### src/include/dcs_params.svh
`ifndef DCS_PARAMS_SVH
`define DCS_PARAMS_SVH

// command field codes
`define DCS_FN_MAINT     3'h0
`define DCS_FN_SEEK      3'h3

// status word bit positions
`define DCS_B_IE         6
`define DCS_B_CONTROLLER_READY       7
`define DCS_B_OPI        10
`define DCS_B_CRC        11
`define DCS_B_DLT        12
`define DCS_B_NXM        13
`define DCS_B_DRV        14

// self-test figures
`define DCS_ST_WC        16'h9fc1
`define DCS_ST_RD_WORDS  9'h100
`define DCS_ST_WR_WORDS  9'h0ff
`define DCS_ST_WR_OFS    22'h000200
`define DCS_ST_ADDR_STEP 22'h000002
`define DCS_ST_LOGIC_N   2'h2
`define DCS_CRC_POLY     16'h8005
`define DCS_WC_LAST      16'hffff

// reset values
`define DCS_RST_WORD     16'h0000
`define DCS_RST_ADDR     22'h000000

`endif

### src/include/dcs_pkg.sv
package dcs_pkg;

   typedef enum logic [3:0] {
      DCS_IDLE   = 4'b0000,
      DCS_XFER   = 4'b0001,
      DCS_LOGIC  = 4'b0010,
      DCS_DMA    = 4'b0011,
      DCS_LAST   = 4'b0100,
      DCS_CRC_A  = 4'b0101,
      DCS_CRC_B  = 4'b0110,
      DCS_CRC_C  = 4'b0111
   } dcs_state_t;

   // error events from the transfer datapath, one-cycle pulses
   typedef struct packed {
      logic data_crc;
      logic hdr_crc;
      logic cmp_fail;
      logic data_late;
      logic hdr_nf;
      logic nonexistent_mem_err;
      logic parity;
      logic abort;
      logic op_incomplete;
   } dcs_err_evt_t;

   // controller error bits 10..13
   typedef struct packed {
      logic nonexistent_mem_err;
      logic data_late_err;
      logic crc;
      logic op_incomplete_err;
   } dcs_err_t;

   // one dma request held until acknowledged
   typedef struct packed {
      logic        we;
      logic [21:0] addr;
      logic [15:0] wdata;
   } dcs_dma_req_t;

endpackage

### src/logic/dcs_fifo.sv
`timescale 1ns/1ps
module dcs_fifo #(
   parameter int WIDTH = 16,
   parameter int DEPTH = 32
) (
   input  wire logic             i_clk,
   input  wire logic             i_rst_n,
   input  wire logic             i_in_valid,
   output logic                  o_in_ready,
   input  wire logic [WIDTH-1:0] i_in_data,
   output logic                  o_out_valid,
   input  wire logic             i_out_ready,
   output logic      [WIDTH-1:0] o_out_data
);
   localparam int AW = $clog2(DEPTH);

   logic [WIDTH-1:0] mem [DEPTH];
   logic [AW-1:0]    wr_ptr_r;
   logic [AW-1:0]    rd_ptr_r;
   logic [AW:0]      cnt_r;
   logic             push;
   logic             pop;

   assign o_in_ready  = (cnt_r != DEPTH[AW:0]);
   assign o_out_valid = (cnt_r != '0);
   assign push        = i_in_valid & o_in_ready;
   assign pop         = i_out_ready & o_out_valid;
   assign o_out_data  = mem[rd_ptr_r];

   always_ff @(posedge i_clk) begin
      if (push) begin
         mem[wr_ptr_r] <= i_in_data;
      end
   end

   always_ff @(posedge i_clk or negedge i_rst_n) begin
      if (!i_rst_n) begin
         wr_ptr_r <= '0;
         rd_ptr_r <= '0;
         cnt_r    <= '0;
      end else begin
         if (push) begin
            wr_ptr_r <= (wr_ptr_r == AW'(DEPTH - 1)) ? '0 : wr_ptr_r + 1'b1;
         end
         if (pop) begin
            rd_ptr_r <= (rd_ptr_r == AW'(DEPTH - 1)) ? '0 : rd_ptr_r + 1'b1;
         end
         cnt_r <= cnt_r + {{AW{1'b0}}, push} - {{AW{1'b0}}, pop};
      end
   end
endmodule

### src/logic/dcs_ctrl.sv
// How it works
// - function code 0 starts the self-test
// - wrong word count gives header-not-found
// - self-test never touches the drive pins
// - six tests, disk address bumped after each
// - logic, logic, dma, crc, crc, crc-of-crc
// - read 256 words from base into fifo
// - write 255 words back from base+1000
// - two crc words left for reading
// - low address byte ends at start plus 6
// - low byte carry never reaches high byte
// - seek hand-off: ready and interrupt at once
// - no interrupt when positioning completes
// - new seek accepted while drives still move
// - incomplete operation sets bit 10 only
// - any crc or compare error sets bit 11
// - late sets 12; not-found sets 10 and 12
// - nonexistent memory or parity sets 13
// - aborted command sets 10 and 13
// - drive error shows on bit 14
// - new command clears bits 10 to 13
// - ready set at completion and on error
// - word count counts up, overflow ends transfer
`timescale 1ns/1ps
`include "dcs_params.svh"
module dcs_ctrl import dcs_pkg::*; #(
   parameter int FIFO_DEPTH = 32
) (
   input  wire logic         i_clk,
   input  wire logic         i_rst_n,
   input  wire logic         i_go,
   input  wire logic [2:0]   i_func,
   input  wire logic         i_ie,
   input  wire logic         i_dar_wr,
   input  wire logic [15:0]  i_dar_wdata,
   input  wire logic         i_wc_wr,
   input  wire logic [15:0]  i_wc_wdata,
   input  wire logic         i_bar_wr,
   input  wire logic [15:0]  i_bar_wdata,
   input  wire logic         i_bae_wr,
   input  wire logic [5:0]   i_bae_wdata,
   input  wire logic         i_mpr_rd,
   input  wire logic         i_word_moved,
   input  wire logic         i_cmd_done,
   input  wire dcs_err_evt_t i_err_evt,
   input  wire logic         i_dma_ack,
   input  wire logic         i_dma_err,
   input  wire logic [15:0]  i_dma_rdata,
   input  wire logic         i_drive_ready,
   input  wire logic         i_drive_err,
   output logic              o_ready,
   output logic              o_irq,
   output logic [15:0]       o_status,
   output logic [15:0]       o_disk_address_reg,
   output logic [15:0]       o_word_count,
   output logic              o_mpr_valid,
   output logic [15:0]       o_multipurpose_reg,
   output logic              o_dma_req,
   output dcs_dma_req_t      o_dma,
   output logic              o_pos_valid,
   output logic [15:0]       o_pos_word
);

   ////////////////////////////////////////////////////////////////////////
   // declarations

   dcs_state_t   state_r;
   dcs_state_t   state_nxt;
   logic         ready_r;
   logic         irq_r;
   dcs_err_t     err_r;
   dcs_err_t     err_set;
   logic [15:0]  dar_r;
   logic [15:0]  wc_r;
   logic [15:0]  bar_r;
   logic [5:0]   bae_r;
   logic [1:0]   logic_n_r;
   logic [8:0]   rd_cnt_r;
   logic [8:0]   wr_cnt_r;
   logic [15:0]  crc_b_r;
   logic         req_r;
   dcs_dma_req_t dma_r;
   logic         pos_valid_r;
   logic [15:0]  pos_word_r;
   logic         drive_ready_s1_r;
   logic         drive_ready_s2_r;
   logic         derr_s1_r;
   logic         derr_s2_r;
   logic         cmd_go;
   logic         done_evt;
   logic         dar_inc;
   logic         wc_inc;
   logic         st_err;
   logic         issue_rd;
   logic         issue_wr;
   logic         fifo_in_valid;
   logic         fifo_in_ready;
   logic [15:0]  fifo_in_data;
   logic         fifo_out_valid;
   logic         fifo_out_ready;
   logic [15:0]  fifo_out_data;
   logic [21:0]  base_addr;

   ////////////////////////////////////////////////////////////////////////
   // helpers

   function automatic logic [15:0] crc16(input logic [15:0] d);
      logic [15:0] c;
      logic        fb;
      c = 16'h0000;
      for (int i = 15; i >= 0; i--) begin
         fb = c[15] ^ d[i];
         c = {c[14:0], 1'b0};
         if (fb) begin
            c = c ^ `DCS_CRC_POLY;
         end
      end
      return c;
   endfunction

   // pins from the drive cross in from outside the clock
   always_ff @(posedge i_clk or negedge i_rst_n) begin
      if (!i_rst_n) begin
         drive_ready_s1_r <= 1'b0;
         drive_ready_s2_r <= 1'b0;
         derr_s1_r <= 1'b0;
         derr_s2_r <= 1'b0;
      end else begin
         drive_ready_s1_r <= i_drive_ready;
         drive_ready_s2_r <= drive_ready_s1_r;
         derr_s1_r <= i_drive_err;
         derr_s2_r <= derr_s1_r;
      end
   end

   // commands only taken while ready, as the host must wait for it
   assign cmd_go    = i_go & ready_r;
   assign base_addr = {bae_r, bar_r};

   ////////////////////////////////////////////////////////////////////////
   // sequencer

   assign st_err = (state_r == DCS_LOGIC) && (wc_r != `DCS_ST_WC);

   assign issue_rd = (state_r == DCS_DMA) && !req_r
                     && (rd_cnt_r != `DCS_ST_RD_WORDS) && fifo_in_ready;
   assign issue_wr = (state_r == DCS_DMA) && !req_r && !issue_rd
                     && (wr_cnt_r != `DCS_ST_WR_WORDS) && fifo_out_valid;

   always_comb begin
      state_nxt = state_r;
      dar_inc   = 1'b0;
      done_evt  = 1'b0;
      case (state_r)
         DCS_IDLE: begin
            if (cmd_go) begin
               if (i_func == `DCS_FN_MAINT) begin
                  state_nxt = DCS_LOGIC;
               end else if (i_func == `DCS_FN_SEEK) begin
                  done_evt = 1'b1;
               end else begin
                  state_nxt = DCS_XFER;
               end
            end
         end
         DCS_XFER: begin
            if ((wc_inc && wc_r == `DCS_WC_LAST) || i_cmd_done
                || (|i_err_evt)) begin
               done_evt  = 1'b1;
               state_nxt = DCS_IDLE;
            end
         end
         DCS_LOGIC: begin
            if (st_err) begin
               done_evt  = 1'b1;
               state_nxt = DCS_IDLE;
            end else begin
               dar_inc = 1'b1;
               if (logic_n_r == `DCS_ST_LOGIC_N - 2'h1) begin
                  state_nxt = DCS_DMA;
               end
            end
         end
         DCS_DMA: begin
            if (req_r && i_dma_ack && i_dma_err) begin
               done_evt  = 1'b1;
               state_nxt = DCS_IDLE;
            end else if (rd_cnt_r == `DCS_ST_RD_WORDS
                         && wr_cnt_r == `DCS_ST_WR_WORDS && !req_r) begin
               state_nxt = DCS_LAST;
            end
         end
         DCS_LAST: begin
            // drop the one word never written back
            dar_inc   = 1'b1;
            state_nxt = DCS_CRC_A;
         end
         DCS_CRC_A: begin
            dar_inc   = 1'b1;
            state_nxt = DCS_CRC_B;
         end
         DCS_CRC_B: begin
            dar_inc   = 1'b1;
            state_nxt = DCS_CRC_C;
         end
         DCS_CRC_C: begin
            dar_inc   = 1'b1;
            done_evt  = 1'b1;
            state_nxt = DCS_IDLE;
         end
         default: begin
            state_nxt = DCS_IDLE;
         end
      endcase
   end

   always_ff @(posedge i_clk or negedge i_rst_n) begin
      if (!i_rst_n) begin
         state_r   <= DCS_IDLE;
         logic_n_r <= 2'h0;
      end else begin
         state_r <= state_nxt;
         if (state_r == DCS_LOGIC) begin
            logic_n_r <= logic_n_r + 2'h1;
         end else begin
            logic_n_r <= 2'h0;
         end
      end
   end

   ////////////////////////////////////////////////////////////////////////
   // ready and interrupt

   always_ff @(posedge i_clk or negedge i_rst_n) begin
      if (!i_rst_n) begin
         ready_r <= 1'b1;
         irq_r   <= 1'b0;
      end else begin
         if (done_evt) begin
            ready_r <= 1'b1;
         end else if (cmd_go) begin
            ready_r <= 1'b0;
         end
         irq_r <= done_evt & i_ie;
      end
   end

   ////////////////////////////////////////////////////////////////////////
   // error bits

   always_comb begin
      err_set = '0;
      err_set.op_incomplete_err = i_err_evt.op_incomplete;
      err_set.crc = i_err_evt.data_crc | i_err_evt.hdr_crc
                    | i_err_evt.cmp_fail;
      err_set.data_late_err = i_err_evt.data_late | i_err_evt.hdr_nf | st_err;
      err_set.op_incomplete_err = err_set.op_incomplete_err | i_err_evt.hdr_nf | st_err;
      err_set.nonexistent_mem_err = i_err_evt.nonexistent_mem_err | i_err_evt.parity
                    | (req_r & i_dma_ack & i_dma_err);
      err_set.nonexistent_mem_err = err_set.nonexistent_mem_err | i_err_evt.abort;
      err_set.op_incomplete_err = err_set.op_incomplete_err | i_err_evt.abort;
   end

   always_ff @(posedge i_clk or negedge i_rst_n) begin
      if (!i_rst_n) begin
         err_r <= '0;
      end else if (cmd_go) begin
         err_r <= err_set;
      end else begin
         err_r <= err_r | err_set;
      end
   end

   ////////////////////////////////////////////////////////////////////////
   // host-loaded registers

   always_ff @(posedge i_clk or negedge i_rst_n) begin
      if (!i_rst_n) begin
         dar_r <= `DCS_RST_WORD;
      end else if (i_dar_wr && ready_r) begin
         dar_r <= i_dar_wdata;
      end else if (dar_inc) begin
         dar_r <= {dar_r[15:8], dar_r[7:0] + 8'h01};
      end
   end

   assign wc_inc = (state_r == DCS_XFER && i_word_moved)
                   || (state_r == DCS_DMA && req_r && i_dma_ack);

   always_ff @(posedge i_clk or negedge i_rst_n) begin
      if (!i_rst_n) begin
         wc_r <= `DCS_RST_WORD;
      end else if (i_wc_wr && ready_r) begin
         wc_r <= i_wc_wdata;
      end else if (wc_inc) begin
         wc_r <= wc_r + 16'h0001;
      end
   end

   always_ff @(posedge i_clk or negedge i_rst_n) begin
      if (!i_rst_n) begin
         bar_r <= `DCS_RST_WORD;
         bae_r <= 6'h00;
      end else begin
         if (i_bar_wr && ready_r) begin
            bar_r <= i_bar_wdata;
         end
         if (i_bae_wr && ready_r) begin
            bae_r <= i_bae_wdata;
         end
      end
   end

   ////////////////////////////////////////////////////////////////////////
   // dma loopback

   always_ff @(posedge i_clk or negedge i_rst_n) begin
      if (!i_rst_n) begin
         req_r    <= 1'b0;
         dma_r    <= '0;
         rd_cnt_r <= 9'h000;
         wr_cnt_r <= 9'h000;
      end else if (state_r == DCS_LOGIC) begin
         req_r    <= 1'b0;
         rd_cnt_r <= 9'h000;
         wr_cnt_r <= 9'h000;
      end else if (issue_rd) begin
         req_r      <= 1'b1;
         dma_r.we   <= 1'b0;
         dma_r.addr <= base_addr + 22'(rd_cnt_r) * `DCS_ST_ADDR_STEP;
         rd_cnt_r   <= rd_cnt_r + 9'h001;
      end else if (issue_wr) begin
         req_r       <= 1'b1;
         dma_r.we    <= 1'b1;
         dma_r.wdata <= fifo_out_data;
         dma_r.addr  <= base_addr + `DCS_ST_WR_OFS
                        + 22'(wr_cnt_r) * `DCS_ST_ADDR_STEP;
         wr_cnt_r    <= wr_cnt_r + 9'h001;
      end else if (i_dma_ack) begin
         req_r <= 1'b0;
      end
   end

   ////////////////////////////////////////////////////////////////////////
   // crc path and fifo

   always_ff @(posedge i_clk or negedge i_rst_n) begin
      if (!i_rst_n) begin
         crc_b_r <= `DCS_RST_WORD;
      end else if (state_r == DCS_CRC_B) begin
         crc_b_r <= crc16(dar_r);
      end
   end

   always_comb begin
      fifo_in_valid = 1'b0;
      fifo_in_data  = i_dma_rdata;
      if (state_r == DCS_DMA && req_r && i_dma_ack && !dma_r.we) begin
         fifo_in_valid = !i_dma_err;
      end else if (state_r == DCS_CRC_A) begin
         fifo_in_valid = 1'b1;
         fifo_in_data  = crc16(dar_r);
      end else if (state_r == DCS_CRC_C) begin
         fifo_in_valid = 1'b1;
         fifo_in_data  = crc16(crc_b_r);
      end
   end

   // starting a self-test throws away one stale word
   assign fifo_out_ready = issue_wr
                           || (state_r == DCS_LAST)
                           || (cmd_go && i_func == `DCS_FN_MAINT)
                           || (i_mpr_rd && ready_r);

   dcs_fifo #(
      .WIDTH (16),
      .DEPTH (FIFO_DEPTH)
   ) u_fifo (
      .i_clk       (i_clk),
      .i_rst_n     (i_rst_n),
      .i_in_valid  (fifo_in_valid),
      .o_in_ready  (fifo_in_ready),
      .i_in_data   (fifo_in_data),
      .o_out_valid (fifo_out_valid),
      .i_out_ready (fifo_out_ready),
      .o_out_data  (fifo_out_data)
   );

   ////////////////////////////////////////////////////////////////////////
   // drive hand-off

   always_ff @(posedge i_clk or negedge i_rst_n) begin
      if (!i_rst_n) begin
         pos_valid_r <= 1'b0;
         pos_word_r  <= `DCS_RST_WORD;
      end else begin
         pos_valid_r <= cmd_go && i_func == `DCS_FN_SEEK;
         if (cmd_go && i_func == `DCS_FN_SEEK) begin
            pos_word_r <= dar_r;
         end
      end
   end

   ////////////////////////////////////////////////////////////////////////
   // outputs

   always_comb begin
      o_status                = 16'h0000;
      o_status[3:1]           = i_func;
      o_status[`DCS_B_IE]     = i_ie;
      o_status[`DCS_B_CONTROLLER_READY]   = ready_r;
      o_status[`DCS_B_OPI]    = err_r.op_incomplete_err;
      o_status[`DCS_B_CRC]    = err_r.crc;
      o_status[`DCS_B_DLT]    = err_r.data_late_err;
      o_status[`DCS_B_NXM]    = err_r.nonexistent_mem_err;
      o_status[`DCS_B_DRV]    = derr_s2_r;
      o_status[0]             = drive_ready_s2_r;
      o_status[15]            = |{err_r, derr_s2_r};
   end

   assign o_ready            = ready_r;
   assign o_irq              = irq_r;
   assign o_disk_address_reg = dar_r;
   assign o_word_count       = wc_r;
   assign o_mpr_valid        = fifo_out_valid & ready_r;
   assign o_multipurpose_reg = fifo_out_data;
   assign o_dma_req          = req_r;
   assign o_dma              = dma_r;
   assign o_pos_valid        = pos_valid_r;
   assign o_pos_word         = pos_word_r;

endmodule

### config.mk
export PLATFORM = sky130hd
export DESIGN_NAME = dcs_ctrl
export DESIGN_NICKNAME = d
export VERILOG_FILES = /design/src/include/dcs_pkg.sv /design/src/logic/dcs_fifo.sv /design/src/logic/dcs_ctrl.sv
export VERILOG_INCLUDE_DIRS = /design/src /design/src/include
export SDC_FILE = /design/constraint.sdc
export NUM_CORES = 1
export LEC_CHECK = 0
export BUFFER_PORTS_ARGS = -buffer_cell sky130_fd_sc_hd__buf_2
export CAP_MARGIN = 40
export CORE_UTILIZATION = 45
export CTS_CLUSTER_SIZE = 10
export DETAILED_ROUTE_END_ITERATION = 8
export HOLD_SLACK_MARGIN = 0.06
export PLACE_DENSITY = 0.69
export SYNTH_ARGS = -nofsm -noshare
export SYNTH_HDL_FRONTEND = slang
export SYNTH_SLANG_ARGS = --single-unit
### constraint.sdc
create_clock -name i_clk -period 4.9 [get_ports i_clk]
set_clock_uncertainty 0.15 [all_clocks]
set_input_delay 0.49 -clock i_clk [delete_from_list [all_inputs] [get_ports i_clk]]
set_output_delay 0.49 -clock i_clk [all_outputs]
set_load 0.02 [all_outputs]
# Word level (Yosys, flattened, before mapping)
# Memory sizes are Yosys's and may differ from the RTL's.
# Index checks and enable logic that the tools add are counted.
dict set report classes {
  addsub 12
  n_eq_ne 24
  n_mux 184
  bitwise_logic 110
  reduce_logical 50
}
# op n
set ops {}
lappend ops {{$mux W16} 143}
lappend ops {{$not A3 Y3} 45}
lappend ops {{$mux W9} 5}
lappend ops {{$xor A1 B1 Y1} 45}
lappend ops {{$add A22 B10 Y22} 2}
lappend ops {{$mux W39} 1}
lappend ops {{$mux W4} 9}
lappend ops {{$pmux W4 S7} 1}
lappend ops {{$logic_and A1 B1 Y1} 23}
lappend ops {{$mux W23} 1}
lappend ops {{$add A22 B10 Y22 const B} 1}
lappend ops {{$add A9 B1 Y9 const B} 2}
lappend ops {{$mux W1} 18}
lappend ops {{$add A16 B1 Y16 const B} 1}
lappend ops {{$eq A16 B16 Y1 const B} 1}
lappend ops {{$eq A4 B3 Y1 const B} 4}
lappend ops {{$ne A16 B16 Y1 const B} 1}
lappend ops {{$reduce_bool A2 Y1} 6}
lappend ops {{$add A5 B1 Y5 const B} 2}
lappend ops {{$eq A5 B5 Y1 const B} 2}
lappend ops {{$mux W5} 2}
lappend ops {{$or A1 B1 Y1} 10}
lappend ops {{$eq A9 B8 Y1 const B} 1}
lappend ops {{$eq A9 B9 Y1 const B} 1}
lappend ops {{34 further kinds} 53}
dict set report totals {
  reg_bits 177
  ram_bits 512
  wordCells 410
  mem_count 1
}
# memory words word_bits read_ports rd_clocked_by_memory_dff write_ports line_no
set mem_list {}
lappend mem_list {u_fifo.mem 32 16 1 0 1 dcs_fifo.sv:17} ;# logic [WIDTH-1:0] mem [DEPTH];

# Logic depth before layout (Yosys ltp)
dict set report depth {
  word_depth 80
  ltp_mapped 20
  depth_no_buf 19
}

# By module
# A second synthesis with hierarchy kept.
dict set report hier_totals {
  hier_cells 1925
  hier_area_um2 29598.4
}
# mod n_inst cells_per_inst area_per_inst_um2 seq_area_each_um2
set modules_own_cells {}
lappend modules_own_cells {dcs_fifo 1 989 20609.8 15775.1}
lappend modules_own_cells {dcs_ctrl 1 936 8988.6 4005.1}

# Worst setup path after synthesis
# Ideal clock, no wire load.
dict set report synth_timing {
  kind {register to register}
  startpoint {reg wr_cnt_r[0]}
  endpoint {reg u_fifo.cnt_r[4]}
  setup_time_ns 0.122
  arrival_ns 3.614
  t_required_ns 4.628
  setup_slack_ns 1.013
  stages_incl_launch_ff 21
  n_path_buf 1
  period_less_slack_ns 3.887
  path_cell_list {dfrtp_1 -> ha_1 -> and3_1 -> and3_1 -> and3_1 -> ha_1 -> nor3_2 -> nand2_1 -> a31o_1 -> buf_2 -> inv_2 -> ha_1 -> inv_1 -> ha_1 -> inv_1 -> fa_1 -> inv_1 -> a21oi_1 -> nor2_1 -> nor2_1 -> xnor2_1}
}
dict set report synth_between {
  elab_chain_cells 8
}
# element line_no
set synth_rtl {}
lappend synth_rtl {{start, declared} dcs_ctrl.sv:79} ;# logic [8:0] wr_cnt_r;
lappend synth_rtl {{start signal, assigned} dcs_ctrl.sv:338} ;# wr_cnt_r <= wr_cnt_r + 9'h001;
lappend synth_rtl {{$ne A9 B8 Y1 (no source line)} -}
lappend synth_rtl {{$logic_and A1 B1 Y1 (2 in a row)} dcs_ctrl.sv:147} ;# assign issue_wr = (state_r == DCS_DMA) && !req_r && !issue_rd
lappend synth_rtl {{$logic_or A1 B1 Y1} dcs_ctrl.sv:371} ;# || (state_r == DCS_LAST)
lappend synth_rtl {{$logic_or A1 B1 Y1 (2 in a row)} dcs_ctrl.sv:370} ;# assign fifo_out_ready = issue_wr
lappend synth_rtl {{$and A1 B1 Y1} dcs_fifo.sv:27} ;# assign pop = i_out_ready & o_out_valid;
lappend synth_rtl {{named net u_fifo.pop} dcs_fifo.sv:22} ;# logic pop;
lappend synth_rtl {{$sub A6 B1 Y6} dcs_fifo.sv:48} ;# cnt_r <= cnt_r + {{AW{1'b0}}, push} - {{AW{1'b0}}, pop};
lappend synth_rtl {{end signal, assigned} dcs_fifo.sv:48}
lappend synth_rtl {{end, declared} dcs_fifo.sv:20} ;# logic [AW:0] cnt_r;
# The timed path passes the listed nets, and every way through them passes these cells.
# A chain may end at the register's enable or synchronous reset.

# Final worst setup path
dict set report layout_timing {
  startpoint {reg u_fifo.rd_ptr_r[0]}
  endpoint {out o_multipurpose_reg[2]}
}
dict set report layout_between {
  elab_chain_cells 1
}
# element line_no
set layout_rtl {}
lappend layout_rtl {{start, declared} dcs_fifo.sv:19} ;# logic [AW-1:0] rd_ptr_r;
lappend layout_rtl {{start signal, assigned} dcs_fifo.sv:46} ;# rd_ptr_r <= (rd_ptr_r == AW'(DEPTH - 1)) ? '0 : rd_ptr_r + 1'b1;
lappend layout_rtl {{$mem_v2 Z32 W16} -}
lappend layout_rtl {{end, declared} dcs_ctrl.sv:57} ;# output logic [15:0] o_multipurpose_reg,
# No other way between the ends.

==> impl_summary.txt <==
----------------------------------------------------
[Run status]
  Run status ... finished, final reports clean

[Global routing]
  Combined global-route utilization of all metal layers ... ~23%
  Vias in the first global route ... 18.1k
  Sum of overflow across all layers after global routing ... 0
  Maximum number of pins on one net before global-route repair ... 81
  Global-route wire length before repair ... 113000 um
  Antenna violations before repair ... 4

[Clocking]
  Clock Root Buffer ... sky130_fd_sc_hd__clkbuf_16
  Post-CTS setup repair buffer count ... 0
  Number of buffers created by CTS ... 80
  Clock tree from TritonCTS ... done
  Number of clock sinks ... 688
  Number of buffers on the longest clock path ... 3
  Maximum level of the CTS H-tree ... 3
  Clock latency on the worst-skew pair ... 0.62 ns
  Reg clk slew, reported paths ... around 0.050 ns

[Die]
  Core outline area ... roughly 65000 um^2
  Die X ... 259 um
  Placement row count ... 93
  Initial core utilization ... 45.8%
  Die Span Y ... around 260 um
  I/O pins ... 221
  Full die area ... 66900 um^2

[Critical path]
  Critical path startpoint category ... flop
  Crit path DAT ... 3.53 ns
  Largest fanout of any net on the critical path ... 30
  Data required time at the worst endpoint ... 4.26 ns
  Classification of the worst setup path ... flop to output pin
  Type of element capturing the critical path ... output pin

[Route]
  Detail Route Antenna Nets ... 0
  DRC Markers ... 0
  1st-pass router iterations ... 5
  Via Count ... 17.9k
  DR vias/cell ... 5.73
  Final WL ... 75100 um
  Number of design-rule violations left by the first detailed-router iteration ... ~1.8k
  Wire length per cell ... ~24 um

[Timing]
  Slew headroom ... roughly 35%
  Worst slew pin tran ... 0.964 ns
  Worst hold slack after final layout ... 0.113 ns
  Unrepaired setup endpoints after global routing ... false
  Count of pins over their slew limit ... 0
  Post-route fraction of the period consumed by the critical path ... between 80% and 90%
  Accumulated negative setup slack ... 0 ns
  Final worst path period need ... 4.17 ns
  Setup violators final ... 0
  Fmax ... 240 MHz
  Endpoints failing hold ... 0

[Final layout]
  Count of filler cells inserted in the layout ... 5088
  Non-filler cells in the finished layout ... ~3.1k
  Post-synthesis to final-layout area growth ... 19.6%
  Number of flip-flops under the largest register name ... 512
  Proportion of layout cells with a drive suffix above 1 ... 28.8%
  Reg with most FFs ... u_fifo.mem
  Nets ... about 2.4k

[Power and ir drop]
  IR drop worst, VDD ... 0.480 mV
  Switching share of power ... 34.1%
  Internal Pwr Total ... ~14000 uW
  Seq pwr share ... around 38%
  Switching power total ... approximately 7000 uW
  Pwr per Cell Area ... 582 nW/um^2
  Combinational group share of total power ... 35.7%
  Portion of total power attributed to the clock network ... a little over a quarter
  Static leakage power ... 0.0131 uW

[Placed design]
  Placed cell count ... 2911
  Routability Congestion ... ~0.9
  Dpl hpwl ... between 40000 and 50000 um
  PortBufs ... 216

[Logic synthesis]
  Share of async-settable or async-resettable flops after synthesis ... 25.6%
  Number of instances in the synthesized netlist ... 1837
  Cell area after synthesis ... 29700 um^2
  Area share of the leading cell type in the synthesized netlist ... 51.8%
  Register area share after synthesis ... 66.7%
  Most used flip-flop cell after synthesis ... sky130_fd_sc_hd__edfxtp_1
  Synthesis warning total ... 0
  Flip-flop and latch count after synthesis ... 688
  Top cells by count, synth ... sky130_fd_sc_hd__edfxtp_1, sky130_fd_sc_hd__dfrtp_1, sky130_fd_sc_hd__nand2_1
  Most common cell in the netlist ... sky130_fd_sc_hd__edfxtp_1
  Largest area contributor in the netlist ... sky130_fd_sc_hd__edfxtp_1
  Biggest area contributors in the synthesized netlist ... sky130_fd_sc_hd__edfxtp_1, sky130_fd_sc_hd__dfrtp_1, sky130_fd_sc_hd__mux4_2, sky130_fd_sc_hd__mux2_2, sky130_fd_sc_hd__ha_1
  Number of flops mapped to enable cells by yosys ... 512
  Number of distinct library cells after synthesis ... 75
  Average cell area after synthesis ... 16.1 um^2

[Run]
  Max-cap violation count ... 0

[Hold path]
  Class of the worst hold path ... primary input to flop

----------------------------------------------------
[cell type report]
cell class | instances | area (um^2) | area share [%]
Clock buffer | 141 | 2280 | 6.43
Timing Repair Buffer | 379 | 2730 | 7.69
Multi-Input combinational cell | 1021 | 9340 | 26.3
Clock inverter | 6 | 121 | 0.342
Inverter | 38 | 143 | 0.402
Sequential cell | 688 | 19800 | 55.8
Tap cell | 855 | 1070 | 3.02
Antenna cell | 2 | 5.00 | 0.0141
[final timing paths]
| check | startpoint | endpoint | slack, ns | cells past startpoint |
|---|---|---|---|---|
| worst max-delay path | u_fifo.rd_ptr_r[0]$_DFFE_PN0P_ | o_multipurpose_reg[2] | 0.73 | 5 |
| min in group asynchronous | i_rst_n | bar_r[5]$_DFFE_PN0P_ | 0.16 | 2 |
| worst min-delay path | i_dma_rdata[14] | u_fifo.mem[22][14]$_DFFE_PP_ | 0.11 | 3 |
| max in group asynchronous | i_rst_n | o_pos_word[13]$_DFFE_PN0P_ | 3.29 | 4 |
| worst max register to register | wr_cnt_r[0]$_DFFE_PN0P_ | u_fifo.cnt_r[4]$_DFF_PN0_ | 1.11 | 19 |
| worst min register to register | derr_s1_r$_DFF_PN0_ | derr_s2_r$_DFF_PN0_ | 0.20 | 0 |
[routing by layer]
metal | wire length [um] | track usage, %
met1 | 30300 | 30.9
met2 | 36700 | 36.8
met3 | 6050 | 4.46
met4 | 2090 | 7.13
met5 | 8 | 0
[repair_timing]
item                                   in CTS  in global routing
gates resized for setup                     0                  0
hold buffers                               69                  0
endpoints found under the hold margin     162                  0
[power by group through the flow]
stage | Combinational [uW] | Sequential [uW] | Clock, uW
2_1_floorplan | 5100 | 7860 | 0
3_3_place_gp | 7070 | 7930 | 0
3_5_place_dp | 7330 | 7880 | 0
6_report | 7380 | 7770 | 5500
4_1_cts | 7430 | 7770 | 5600
5_1_grt | 7960 | 7870 | 5830
[layout by cell type, fill, tap and decap left out, types with 52 or more instances in the layout]
cell type                       instances
sky130_fd_sc_hd__dlygate4sd3_1         69
sky130_fd_sc_hd__mux4_2               160
sky130_fd_sc_hd__xnor2_1               55
sky130_fd_sc_hd__dfrtp_1              172
sky130_fd_sc_hd__ha_1                  55
sky130_fd_sc_hd__a21oi_1               52
sky130_fd_sc_hd__nor2_1               116
sky130_fd_sc_hd__mux2_2                67
sky130_fd_sc_hd__buf_2                215
sky130_fd_sc_hd__clkbuf_1              57
sky130_fd_sc_hd__edfxtp_1             512
sky130_fd_sc_hd__buf_4                 71
sky130_fd_sc_hd__clkbuf_16             81
sky130_fd_sc_hd__nand2_1              166
[through the flow]
step / utilization (%) / setup WS [ns] / area [um^2] / total power [uW]
5_1_grt: 54.7 / 0.536 / 35500 / 21700
3_3_place_gp: 49.4 / 1.12 / 32000 / 15000
3_5_place_dp: 49.9 / 1.11 / 32400 / 15200
2_1_floorplan: - / 1.01 / 29700 / 13000
6_report: 54.7 / 0.732 / 35500 / 20600
4_1_cts: 54.7 / 0.625 / 35500 / 20800
[logic make-up after synthesis]
group                      Yosys count  synth area share [%]
DFF                                688                  66.7
muxes                              231                  14.8
AOI/OAI and AO/OA                  230                  4.76
and+or+nand+nor                    402                  6.05
xor gates and xnor gates            96                  3.00
buffers and inverters              131                  2.11
other                                1                0.0126
adders and majority gates           58                  2.52
[worst max-delay path, stage by stage (launching register included)]
cell                      delay [ns]
sky130_fd_sc_hd__dfrtp_4        0.82
sky130_fd_sc_hd__buf_4          0.41
sky130_fd_sc_hd__mux4_2         0.57
sky130_fd_sc_hd__mux4_2         0.53
sky130_fd_sc_hd__mux2_2         0.37
sky130_fd_sc_hd__buf_2          0.20
Note: power is estimated with default switching activity, not from simulation.
